<file path="config.mk">
export PLATFORM = sky130hd
export DESIGN_NAME = i2s_txrx_interrupt_control
export DESIGN_NICKNAME = d
export VERILOG_FILES = /design/src/shared/i2s_pkg.sv /design/src/logic/i2s_txrx_interrupt_control.sv
export SDC_FILE = /design/constraint.sdc
export NUM_CORES = 1
export LEC_CHECK = 0
export BUFFER_PORTS_ARGS = -buffer_cell sky130_fd_sc_hd__buf_2
export CAP_MARGIN = 20
export CORE_MARGIN = 1
export CORE_UTILIZATION = 46
export DETAILED_ROUTE_END_ITERATION = 6
export SYNTH_ARGS = -nofsm -noshare
export SYNTH_HDL_FRONTEND = slang
export SYNTH_SLANG_ARGS = --single-unit
</file>
<file path="constraint.sdc">
create_clock -name i_ref_clk -period 5.17 [get_ports i_ref_clk]
set_input_delay 0.517 -clock i_ref_clk [delete_from_list [all_inputs] [get_ports i_ref_clk]]
set_output_delay 0.517 -clock i_ref_clk [all_outputs]
set_load 0.005 [all_outputs]
</file>
<file path="src/shared/i2s_pkg.sv">
// Shared constants and helpers of the audio serial port.
// Assumes one 40 MHz reference clock and a synchronous active-high reset.
package i2s_pkg;
    // -----------------------------------------------
    // Framing formats and FIFO packing modes
    // -----------------------------------------------
    localparam logic [1:0] FMT_I2S = 2'h0;
    localparam logic [1:0] FMT_LEFT = 2'h1;
    localparam logic [1:0] FMT_RIGHT = 2'h2;
    localparam logic [1:0] MODE_DUAL = 2'h0;
    localparam logic [1:0] MODE_COMPACT16 = 2'h1;
    localparam logic [1:0] MODE_COMPACT8 = 2'h2;
    localparam logic [1:0] MODE_MONO = 2'h3;
    // -----------------------------------------------
    // Size codes, status bit positions, counts
    // -----------------------------------------------
    localparam logic [2:0] SIZE_32 = 3'h0;
    localparam logic [2:0] SIZE_24 = 3'h1;
    localparam logic [2:0] SIZE_20 = 3'h2;
    localparam logic [2:0] SIZE_16 = 3'h3;
    localparam logic [2:0] SIZE_8 = 3'h4;
    localparam int INT_RX_ERR = 0;
    localparam int INT_RX_REQ = 1;
    localparam int INT_TX_ERR = 2;
    localparam int INT_TX_REQ = 3;
    localparam logic [3:0] STATUS_RESET = 4'h0;
    localparam int FIFO_DEPTH = 8;
    localparam int FIFO_WIDTH = 32;
    localparam logic [4:0] LEVEL_MAX = 5'h10;
    localparam logic [7:0] MCLK_INT_DIV = 8'h02;

    // Bits for a size code; unknown codes fall back to 32
    function automatic logic [5:0] size_bits(input logic [2:0] code);
        case (code)
            SIZE_24: size_bits = 6'h18;
            SIZE_20: size_bits = 6'h14;
            SIZE_16: size_bits = 6'h10;
            SIZE_8: size_bits = 6'h08;
            default: size_bits = 6'h20;
        endcase
    endfunction
endpackage

</file>
<file path="src/logic/i2s_txrx_interrupt_control.sv">
// Audio serial port: transmit and receive engines, FIFOs, interrupt status.
// Assumes software drives the configuration pins and a codec on the serial lines.
`timescale 1ns/1ps

// -----------------------------------------------
// Synchronous FIFO with valid/ready on both sides
// -----------------------------------------------
module i2s_fifo #(
    parameter int WIDTH = 32,
    parameter int DEPTH = 8
) (
    // Clock and reset
    input wire logic i_ref_clk,
    input wire logic i_rst,
    // Fill side
    input wire logic [WIDTH-1:0] i_in_data,
    input wire logic i_in_valid,
    output logic o_in_ready,
    // Drain side
    output logic [WIDTH-1:0] o_out_data,
    output logic o_out_valid,
    input wire logic i_out_ready,
    output logic [$clog2(DEPTH):0] o_count
);
    localparam int AW = $clog2(DEPTH);
    logic [WIDTH-1:0] mem [DEPTH];
    logic [AW-1:0] wr_q, wr_d, rd_q, rd_d;
    logic [AW:0] cnt_q, cnt_d;
    logic push, pop;

    // Pointer and count update
    always_comb begin
        push = i_in_valid && (cnt_q != (AW+1)'(DEPTH));
        pop = i_out_ready && (cnt_q != '0);
        wr_d = push ? AW'((wr_q + 1'b1) % DEPTH) : wr_q;
        rd_d = pop ? AW'((rd_q + 1'b1) % DEPTH) : rd_q;
        cnt_d = cnt_q + (AW+1)'(push) - (AW+1)'(pop);
    end

    // Storage and pointers
    always_ff @(posedge i_ref_clk) begin
        if (i_rst) begin
            wr_q <= '0;
            rd_q <= '0;
            cnt_q <= '0;
        end else begin
            wr_q <= wr_d;
            rd_q <= rd_d;
            cnt_q <= cnt_d;
        end
        if (push) begin
            mem[wr_q] <= i_in_data;
        end
    end

    assign o_in_ready = (cnt_q != (AW+1)'(DEPTH));
    assign o_out_valid = (cnt_q != '0);
    assign o_out_data = mem[rd_q];
    assign o_count = cnt_q;
endmodule

// -----------------------------------------------
// Per-module bit and word clock time base
// -----------------------------------------------
module i2s_timebase (
    // Clock and reset
    input wire logic i_ref_clk,
    input wire logic i_rst,
    // Settings
    input wire logic i_enable,
    input wire logic i_mclk_tick,
    input wire logic [7:0] i_sclk_div,
    input wire logic [2:0] i_wire_size,
    input wire logic [1:0] i_format,
    // Serial clocks and bit position
    output logic o_sclk,
    output logic o_lrclk,
    output logic o_fall,
    output logic o_rise,
    output logic [5:0] o_pos
);
    logic [7:0] div_q, div_d;
    logic sclk_q, sclk_d, lr_q, lr_d, fall_q, fall_d, rise_q, rise_d;
    logic [5:0] cnt_q, cnt_d, pos_q, pos_d, w, last;

    // Master clock ticks divide down to bit clock and word position
    always_comb begin
        w = i2s_pkg::size_bits(i_wire_size);
        last = 6'((7'(w) << 1) - 7'h01);
        div_d = div_q;
        sclk_d = sclk_q;
        cnt_d = cnt_q;
        lr_d = lr_q;
        pos_d = pos_q;
        fall_d = 1'b0;
        rise_d = 1'b0;
        if (!i_enable) begin
            // Idle: clocks low, position parked so the first rise is never a slot start
            div_d = 8'h00;
            sclk_d = 1'b0;
            cnt_d = last;
            lr_d = 1'b0;
            pos_d = last;
        end else if (i_mclk_tick) begin
            if (div_q + 8'h01 >= i_sclk_div) begin
                div_d = 8'h00;
                sclk_d = ~sclk_q;
                if (sclk_q) begin
                    fall_d = 1'b1;
                    cnt_d = (cnt_q >= last) ? 6'h00 : cnt_q + 6'h01;
                    // Standard framing has left low and data one bit late
                    lr_d = (i_format == i2s_pkg::FMT_I2S) ? (cnt_d >= w) : (cnt_d < w);
                    pos_d = (i_format == i2s_pkg::FMT_I2S) ? ((cnt_d == 6'h00) ? last : cnt_d - 6'h01) : cnt_d;
                end else begin
                    rise_d = 1'b1;
                end
            end else begin
                div_d = div_q + 8'h01;
            end
        end
    end

    // Time base registers
    always_ff @(posedge i_ref_clk) begin
        if (i_rst) begin
            div_q <= 8'h00;
            sclk_q <= 1'b0;
            cnt_q <= 6'h3F;
            lr_q <= 1'b0;
            pos_q <= 6'h00;
            fall_q <= 1'b0;
            rise_q <= 1'b0;
        end else begin
            div_q <= div_d;
            sclk_q <= sclk_d;
            cnt_q <= cnt_d;
            lr_q <= lr_d;
            pos_q <= pos_d;
            fall_q <= fall_d;
            rise_q <= rise_d;
        end
    end

    assign o_sclk = sclk_q;
    assign o_lrclk = lr_q;
    assign o_fall = fall_q;
    assign o_rise = rise_q;
    assign o_pos = pos_q;
endmodule

// -----------------------------------------------
// Top: engines, FIFOs, levels and interrupt status
// -----------------------------------------------
module i2s_txrx_interrupt_control (
    // Clock and reset
    input wire logic i_ref_clk,
    input wire logic i_rst,
    // Master clock source
    input wire logic i_mclk_ext_sel,
    input wire logic i_mclk_pin,
    // Transmit settings
    input wire logic i_tx_enable,
    input wire logic [1:0] i_tx_format,
    input wire logic [1:0] i_tx_mode,
    input wire logic [2:0] i_tx_sample_size,
    input wire logic [2:0] i_tx_wire_size,
    input wire logic [7:0] i_tx_sclk_div,
    input wire logic [4:0] i_tx_limit,
    // Receive settings
    input wire logic i_rx_enable,
    input wire logic [1:0] i_rx_format,
    input wire logic [1:0] i_rx_mode,
    input wire logic [2:0] i_rx_sample_size,
    input wire logic [2:0] i_rx_wire_size,
    input wire logic [7:0] i_rx_sclk_div,
    input wire logic [4:0] i_rx_limit,
    // Interrupt control
    input wire logic [3:0] i_int_enable,
    input wire logic [3:0] i_int_clear,
    // Transmit data stream
    input wire logic [31:0] i_tx_data,
    input wire logic i_tx_valid,
    output logic o_tx_ready,
    // Receive data stream
    output logic [31:0] o_rx_data,
    output logic o_rx_valid,
    input wire logic i_rx_ready,
    // Status
    output logic [4:0] o_tx_level,
    output logic [4:0] o_rx_level,
    output logic [3:0] o_raw_status,
    output logic [3:0] o_masked_status,
    output logic o_irq,
    // Serial lines
    output logic o_tx_sclk,
    output logic o_tx_lrclk,
    output logic o_tx_sdata,
    output logic o_rx_sclk,
    output logic o_rx_lrclk,
    input wire logic i_rx_sdata
);
    logic [2:0] mp_q;
    logic [1:0] sd_q;
    logic [7:0] mdiv_q, mdiv_d;
    logic tick_q, tick_d, tx_fall, rx_rise;
    logic [5:0] tx_pos, rx_pos, tw, ts, rw, rs, tsb, rsb;
    logic [31:0] tl_q, tl_d, tr_q, tr_d, sel, acc_q, acc_d, rl_q, rl_d, rx_word, txf_data;
    logic sdo_q, sdo_d, tx_pop, tx_under, txf_valid, rx_push, rx_over, rxf_ready;
    logic [3:0] tx_cnt, rx_cnt, raw_q, raw_d, msk_q, msk_d, ev;
    logic [4:0] tlev_q, tlev_d, rlev_q, rlev_d;
    logic irq_q, irq_d;
    logic live_q, live_d;

    // Which bit of the slot carries sample bit k, MSB first
    function automatic logic [5:0] slot_bit(input logic [1:0] fmt, input logic [5:0] pos,
                                            input logic [5:0] w, input logic [5:0] s);
        logic [5:0] b;
        b = (pos >= w) ? pos - w : pos;
        if (fmt == i2s_pkg::FMT_RIGHT) begin
            slot_bit = (b >= w - s) ? {1'b1, 5'(b - (w - s))} : 6'h00;
        end else begin
            slot_bit = (b < s) ? {1'b1, 5'(b)} : 6'h00;
        end
    endfunction

    // Master clock tick: internal divider or synchronised pin edge, shared by both modules
    always_comb begin
        mdiv_d = (mdiv_q + 8'h01 >= i2s_pkg::MCLK_INT_DIV) ? 8'h00 : mdiv_q + 8'h01;
        tick_d = i_mclk_ext_sel ? (mp_q[1] && !mp_q[2]) : (mdiv_q == 8'h00);
    end

    // Separate time bases keep each module's own settings
    i2s_timebase tx_tb (
        .i_ref_clk(i_ref_clk), .i_rst(i_rst), .i_enable(i_tx_enable), .i_mclk_tick(tick_q),
        .i_sclk_div(i_tx_sclk_div), .i_wire_size(i_tx_wire_size), .i_format(i_tx_format),
        .o_sclk(o_tx_sclk), .o_lrclk(o_tx_lrclk), .o_fall(tx_fall), .o_rise(), .o_pos(tx_pos));
    i2s_timebase rx_tb (
        .i_ref_clk(i_ref_clk), .i_rst(i_rst), .i_enable(i_rx_enable), .i_mclk_tick(tick_q),
        .i_sclk_div(i_rx_sclk_div), .i_wire_size(i_rx_wire_size), .i_format(i_rx_format),
        .o_sclk(o_rx_sclk), .o_lrclk(o_rx_lrclk), .o_fall(), .o_rise(rx_rise), .o_pos(rx_pos));

    i2s_fifo #(.WIDTH(i2s_pkg::FIFO_WIDTH), .DEPTH(i2s_pkg::FIFO_DEPTH)) tx_fifo (
        .i_ref_clk(i_ref_clk), .i_rst(i_rst), .i_in_data(i_tx_data), .i_in_valid(i_tx_valid),
        .o_in_ready(o_tx_ready), .o_out_data(txf_data), .o_out_valid(txf_valid),
        .i_out_ready(tx_pop), .o_count(tx_cnt));
    i2s_fifo #(.WIDTH(i2s_pkg::FIFO_WIDTH), .DEPTH(i2s_pkg::FIFO_DEPTH)) rx_fifo (
        .i_ref_clk(i_ref_clk), .i_rst(i_rst), .i_in_data(rx_word), .i_in_valid(rx_push),
        .o_in_ready(rxf_ready), .o_out_data(o_rx_data), .o_out_valid(o_rx_valid),
        .i_out_ready(i_rx_ready), .o_count(rx_cnt));

    // Transmit: fetch samples at slot start, drive one bit per falling edge
    always_comb begin
        tw = i2s_pkg::size_bits(i_tx_wire_size);
        ts = i2s_pkg::size_bits(i_tx_sample_size);
        tl_d = tl_q;
        tr_d = tr_q;
        sdo_d = sdo_q;
        tx_pop = 1'b0;
        tx_under = 1'b0;
        tsb = 6'h00;
        if (!i_tx_enable) begin
            sdo_d = 1'b0;
        end else if (tx_fall) begin
            if (tx_pos == 6'h00 || (i_tx_mode == i2s_pkg::MODE_DUAL && tx_pos == tw)) begin
                tx_pop = txf_valid;
                tx_under = !txf_valid;
                case (i_tx_mode)
                    i2s_pkg::MODE_DUAL: if (tx_pos == 6'h00) tl_d = txf_data; else tr_d = txf_data;
                    i2s_pkg::MODE_COMPACT16: begin
                        tl_d = {16'h0000, txf_data[15:0]};
                        tr_d = {16'h0000, txf_data[31:16]};
                    end
                    i2s_pkg::MODE_COMPACT8: begin
                        tl_d = {24'h000000, txf_data[7:0]};
                        tr_d = {24'h000000, txf_data[15:8]};
                    end
                    default: begin
                        tl_d = txf_data;
                        tr_d = txf_data;
                    end
                endcase
                if (!txf_valid) begin
                    tl_d = (tx_pos == 6'h00) ? 32'h00000000 : tl_d;
                    tr_d = 32'h00000000;
                end
            end
            sel = (tx_pos >= tw) ? tr_d : tl_d;
            tsb = slot_bit(i_tx_format, tx_pos, tw, ts);
            sdo_d = tsb[5] && sel[5'(ts - 6'h01 - {1'b0, tsb[4:0]})];
        end
        sel = (tx_pos >= tw) ? tr_d : tl_d;
    end

    // Receive: shift bits in on rising edges, push words at slot end
    always_comb begin
        rw = i2s_pkg::size_bits(i_rx_wire_size);
        rs = i2s_pkg::size_bits(i_rx_sample_size);
        rsb = slot_bit(i_rx_format, rx_pos, rw, rs);
        acc_d = acc_q;
        rl_d = rl_q;
        rx_word = acc_q;
        rx_push = 1'b0;
        // Live once a slot has been seen from its first bit; stops a partial word after enable
        live_d = i_rx_enable && (live_q || (rx_rise && rx_pos == 6'h00));
        if (i_rx_enable && rx_rise) begin
            acc_d = (rx_pos == 6'h00 || rx_pos == rw) ? 32'h00000000 : acc_q;
            acc_d = rsb[5] ? {acc_d[30:0], sd_q[1]} : acc_d;
            rx_word = acc_d;
            if (rx_pos == rw - 6'h01) begin
                rl_d = acc_d;
                rx_push = (i_rx_mode == i2s_pkg::MODE_DUAL) || (i_rx_mode == i2s_pkg::MODE_MONO);
            end else if (rx_pos == 6'((7'(rw) << 1) - 7'h01)) begin
                rx_push = (i_rx_mode != i2s_pkg::MODE_MONO);
                if (i_rx_mode == i2s_pkg::MODE_COMPACT16) begin
                    rx_word = {acc_d[15:0], rl_q[15:0]};
                end else if (i_rx_mode == i2s_pkg::MODE_COMPACT8) begin
                    rx_word = {16'h0000, acc_d[7:0], rl_q[7:0]};
                end
            end
        end
        rx_push = rx_push && live_q;
        rx_over = rx_push && !rxf_ready;
    end

    // Levels in samples and the sticky interrupt status
    always_comb begin
        tlev_d = (i_tx_mode == i2s_pkg::MODE_DUAL) ? {1'b0, tx_cnt} : {tx_cnt, 1'b0};
        rlev_d = (i_rx_mode == i2s_pkg::MODE_DUAL) ? {1'b0, rx_cnt} : {rx_cnt, 1'b0};
        ev = '0;
        ev[i2s_pkg::INT_RX_ERR] = rx_over;
        ev[i2s_pkg::INT_RX_REQ] = i_rx_enable && (rlev_q > i_rx_limit);
        ev[i2s_pkg::INT_TX_ERR] = tx_under;
        ev[i2s_pkg::INT_TX_REQ] = i_tx_enable && (tlev_q <= i_tx_limit);
        raw_d = (raw_q & ~i_int_clear) | ev;
        msk_d = raw_d & i_int_enable;
        irq_d = |msk_d;
    end

    // Registers of the top level
    always_ff @(posedge i_ref_clk) begin
        if (i_rst) begin
            mp_q <= 3'h0;
            sd_q <= 2'h0;
            mdiv_q <= 8'h00;
            tick_q <= 1'b0;
            tl_q <= 32'h00000000;
            tr_q <= 32'h00000000;
            sdo_q <= 1'b0;
            acc_q <= 32'h00000000;
            rl_q <= 32'h00000000;
            tlev_q <= 5'h00;
            rlev_q <= 5'h00;
            raw_q <= i2s_pkg::STATUS_RESET;
            msk_q <= i2s_pkg::STATUS_RESET;
            irq_q <= 1'b0;
            live_q <= 1'b0;
        end else begin
            mp_q <= {mp_q[1:0], i_mclk_pin};
            sd_q <= {sd_q[0], i_rx_sdata};
            mdiv_q <= mdiv_d;
            tick_q <= tick_d;
            tl_q <= tl_d;
            tr_q <= tr_d;
            sdo_q <= sdo_d;
            acc_q <= acc_d;
            rl_q <= rl_d;
            tlev_q <= tlev_d;
            rlev_q <= rlev_d;
            raw_q <= raw_d;
            msk_q <= msk_d;
            irq_q <= irq_d;
            live_q <= live_d;
        end
    end

    assign o_tx_sdata = sdo_q;
    assign o_tx_level = tlev_q;
    assign o_rx_level = rlev_q;
    assign o_raw_status = raw_q;
    assign o_masked_status = msk_q;
    assign o_irq = irq_q;
endmodule

</file>
==> metrics.md <==
| Metric | Value |
|---|---|
| Status | complete, no violations |
| Post-synth top area share | 0.458 |
| Worst skew pair latency | 650 ps |
| Share of cells above drive strength 1 | 0.209 |
| DR iter-0 viols | approximately 1700 |
| GRT Overall Usage | 0.232 |
| CTS max path bufs | 3 |
| Top cells by area, synth | edfxtp_1, dfxtp_1, mux4_2, ha_1, nor2_1 |
| Worst setup SP type | flip-flop |
| Pwr dens | 384 nW/um^2 |
| Arrival @ worst endpoint | 5390 ps |
| Placed inst area | 36000 um^2 |
| # hold bufs at CTS | 0 |
| RSZ-0062 raised after global routing | no |
| Final RePlAce weighted congestion | ~0.9 |
| Final Slew Violations | 0 |
| Fin crit period | approximately 5000 ps |
| Post-synthesis sequential element count | 731 |
| Io pins | about 150 |
| Crit Path Class | reg -> reg |
| Wire per inst | 22.2 um |
| Pwr Total | 14900 uW |
| Die Y-Extent | 272 um |
| Syn Inst Count | approximately 2600 |
| Total die area | 74000 um^2 |
| # clock sinks | roughly 730 |
| Final worst path period share | 0.947 |
| Chip width | 272 um |
| Max-Slew Margin vs Limit | 0.254 |
| Largest net degree at the start of global routing | 73 |
| Port buffer count | between 150 and 200 |
| Netlist cell types | 86 |
| Worst slew pin tran | 1120 ps |
| Vias per std cell | just under 6 |
| FILL cells | 6030 |
| Sequential area share after synthesis | 0.589 |
| Peak VDD IR | 307 uV |
| Capturing element type of the critical path | flip-flop |
| ANT nets after route | 0 |
| Area leader, netlist | edfxtp_1 |
| Row cnt | 98 |
| Final clock skew | 38.1 ps |
| Vias in the first global route | ~23000 |
| Overflow after GRT | 0 |
| Total Wirelength | 86400 um |
| First-pass GRT wire length | between 100000 and 150000 um |
| H-tree depth | 3 |
| Core Util, Final | 0.540 |
| Top_reg_cell synth | edfxtp_1 |
| Number of antenna violations at the first check in global routing | 5 |
| Synthesis Warnings | 0 |
| # Max-Cap Violations | 0 |
| Post-DP HPWL | 55400 um |
| CORE AREA | between 70000 and 80000 um^2 |
| EDFF count, synth | roughly 500 |
| TNS Setup | 0 ps |
| Achievable Freq | 204 MHz |
| Netlist Area Pre-Place | 33500 um^2 |
| CTS tree | done |
| # nets final | 3079 |
| Most frequent cell after synthesis | edfxtp_1 |
| Design Area, Final | 38800 um^2 |
| Fin. Hold Viols | 0 |
| Most frequent cells after synthesis | edfxtp_1, nor2_1, dfxtp_1, nand2_1, a21oi_1 |
| DR vias | 22800 |
| Finished Layout Cells | 3892 |
| Pleak | between 0.01 and 0.015 uW |
| CTS buffer count | 79 |
| TritonRoute pass-1 iters | 6 |
| Placed Instances | 3740 |
| CTS root buffer | clkbuf_16 |
| Starting Density | 0.467 |
| Worst-path maximum fanout | 10 |
| Syn Area/Cell | roughly 13 um^2 |
| Min-delay worst type | in -> reg |
| Clock transition at path regs | 60 ps |
| Final setup violation count | 0 |
| P&R area growth vs syn | 15.6% |
| Drt drc | 0 |
| Post-synthesis async set-or-reset flop share | 0 |
| Critical Path RT | 5660 ps |
==> path summary, 6_finish.rpt <==
kind | startpoint | end | slack [ps] | cells past startpoint
worst max-delay path | tx_tb.o_pos[2]$_SDFFE_PP0P_ | o_tx_sdata$_SDFFE_PP0P_ | 270 | 23
worst min-delay path | i_rx_sdata | sd_q[0]$_SDFF_PP0_ | 80 | 2
worst max register to register | tx_tb.o_pos[2]$_SDFFE_PP0P_ | o_tx_sdata$_SDFFE_PP0P_ | 270 | 23
worst min register to register | mp_q[0]$_SDFF_PP0_ | mp_q[1]$_SDFF_PP0_ | 420 | 1
==> area by class of cell <==
type                       count  area [um^2]  area share
sequential                   731        19800       0.510
multi-input combinational   1708        13100       0.337
clock buffer                 110         2180      0.0563
timing repair buffer         273         1760      0.0454
tap                          950         1190      0.0306
clock inverter                37          489      0.0126
inverter                      80          300     0.00774
antenna                        3         7.51    0.000194
==> layout by cell type, fill, tap and decap left out, types with 77 or more instances in the layout <==
cell type	Yosys	routed
edfxtp_1	512	512
nor2_1	241	232
a22oi_1	119	119
buf_4	7	115
ha_1	103	102
mux4_2	105	105
dfxtp_1	219	213
o21ai_0	113	112
inv_1	77	77
clkbuf_16	0	80
nand2_1	208	207
a21oi_1	144	143
buf_2	18	151
mux2i_1	84	84
==> kinds of logic after synthesis <==
| family | count (synthesis) | synth area share |
|---|---|---|
| flip-flops | 731 | 0.589 |
| other | 1 | 0.000112 |
| AND/OR/NAND/NOR | 706 | 0.0980 |
| adder cells (fa/ha/maj) | 111 | 0.0432 |
| AO/OA/AOI/OAI | 578 | 0.113 |
| multiplexers | 243 | 0.114 |
| buffers and inverters | 213 | 0.0260 |
| XOR/XNOR | 63 | 0.0169 |
==> registers in the layout (all words and copies together) (netlist names), 5 cells and up, named ones only <==
| name | flops |
|---|---|
| rx_fifo.mem | 256 |
| tx_fifo.mem | 256 |
| acc_q | 32 |
| tl_q | 32 |
| tr_q | 32 |
| rl_q | 16 |
| mdiv_q | 8 |
| rx_tb.div_q | 8 |
| tx_tb.div_q | 8 |
| rx_tb.cnt_q | 6 |
| rx_tb.o_pos | 6 |
| tx_tb.cnt_q | 6 |
| tx_tb.o_pos | 6 |
| o_rx_level | 5 |
| o_tx_level | 5 |
==> power by group <==
group | total [uW] | internal (uW) | switching, uW | leakage [uW]
sequential | 6550 | 6390 | 161 | 0.00635
combinational | 2630 | 1200 | 1430 | 0.00599
clock | 5710 | 3350 | 2370 | 0.00130
total | 14900 | 10900 | 3950 | 0.0136
==> per-layer routing <==
metal	global-route usage	up-vias	part of all wire
li1	-	10500	-
met4	0.0846	6	0.032
met5	0	-	0.00038
met1	0.289	11400	0.41
met3	0.0333	178	0.052
met2	0.408	702	0.51
==> critical path: stages (launching register included) <==
cell and delay [ps]:
dfxtp_1 320, inv_1 40, ha_1 220, fa_1 430, nand3b_1 190, and2_1 170
nand2_2 120, nor2_1 50, a21oi_1 200, buf_4 180, ha_1 220, o21a_1 170
o21a_1 170, nand2b_1 160, buf_4 150, nand4_2 80, nand2_1 100, buf_12 160
a221oi_1 200, a211oi_1 90, a2111oi_0 710, buf_4 230, nor4_1 50, o311a_1 350
==> repair_timing <==
action / in CTS / in global routing
buffers inserted: 0 / 0
endpoints found under the setup margin: 0 / 1
gates resized for setup: 0 / 6
==> per-stage QoR <==
stage,worst slack (ps),hold WS [ps]
4_1_cts,168,50.0
3_3_place_gp,-104,438
3_5_place_dp,-242,435
5_1_grt,3.32,67.6
2_1_floorplan,-288,414
6_report,275,76.5
Note: power is estimated with default switching activity, not from simulation.
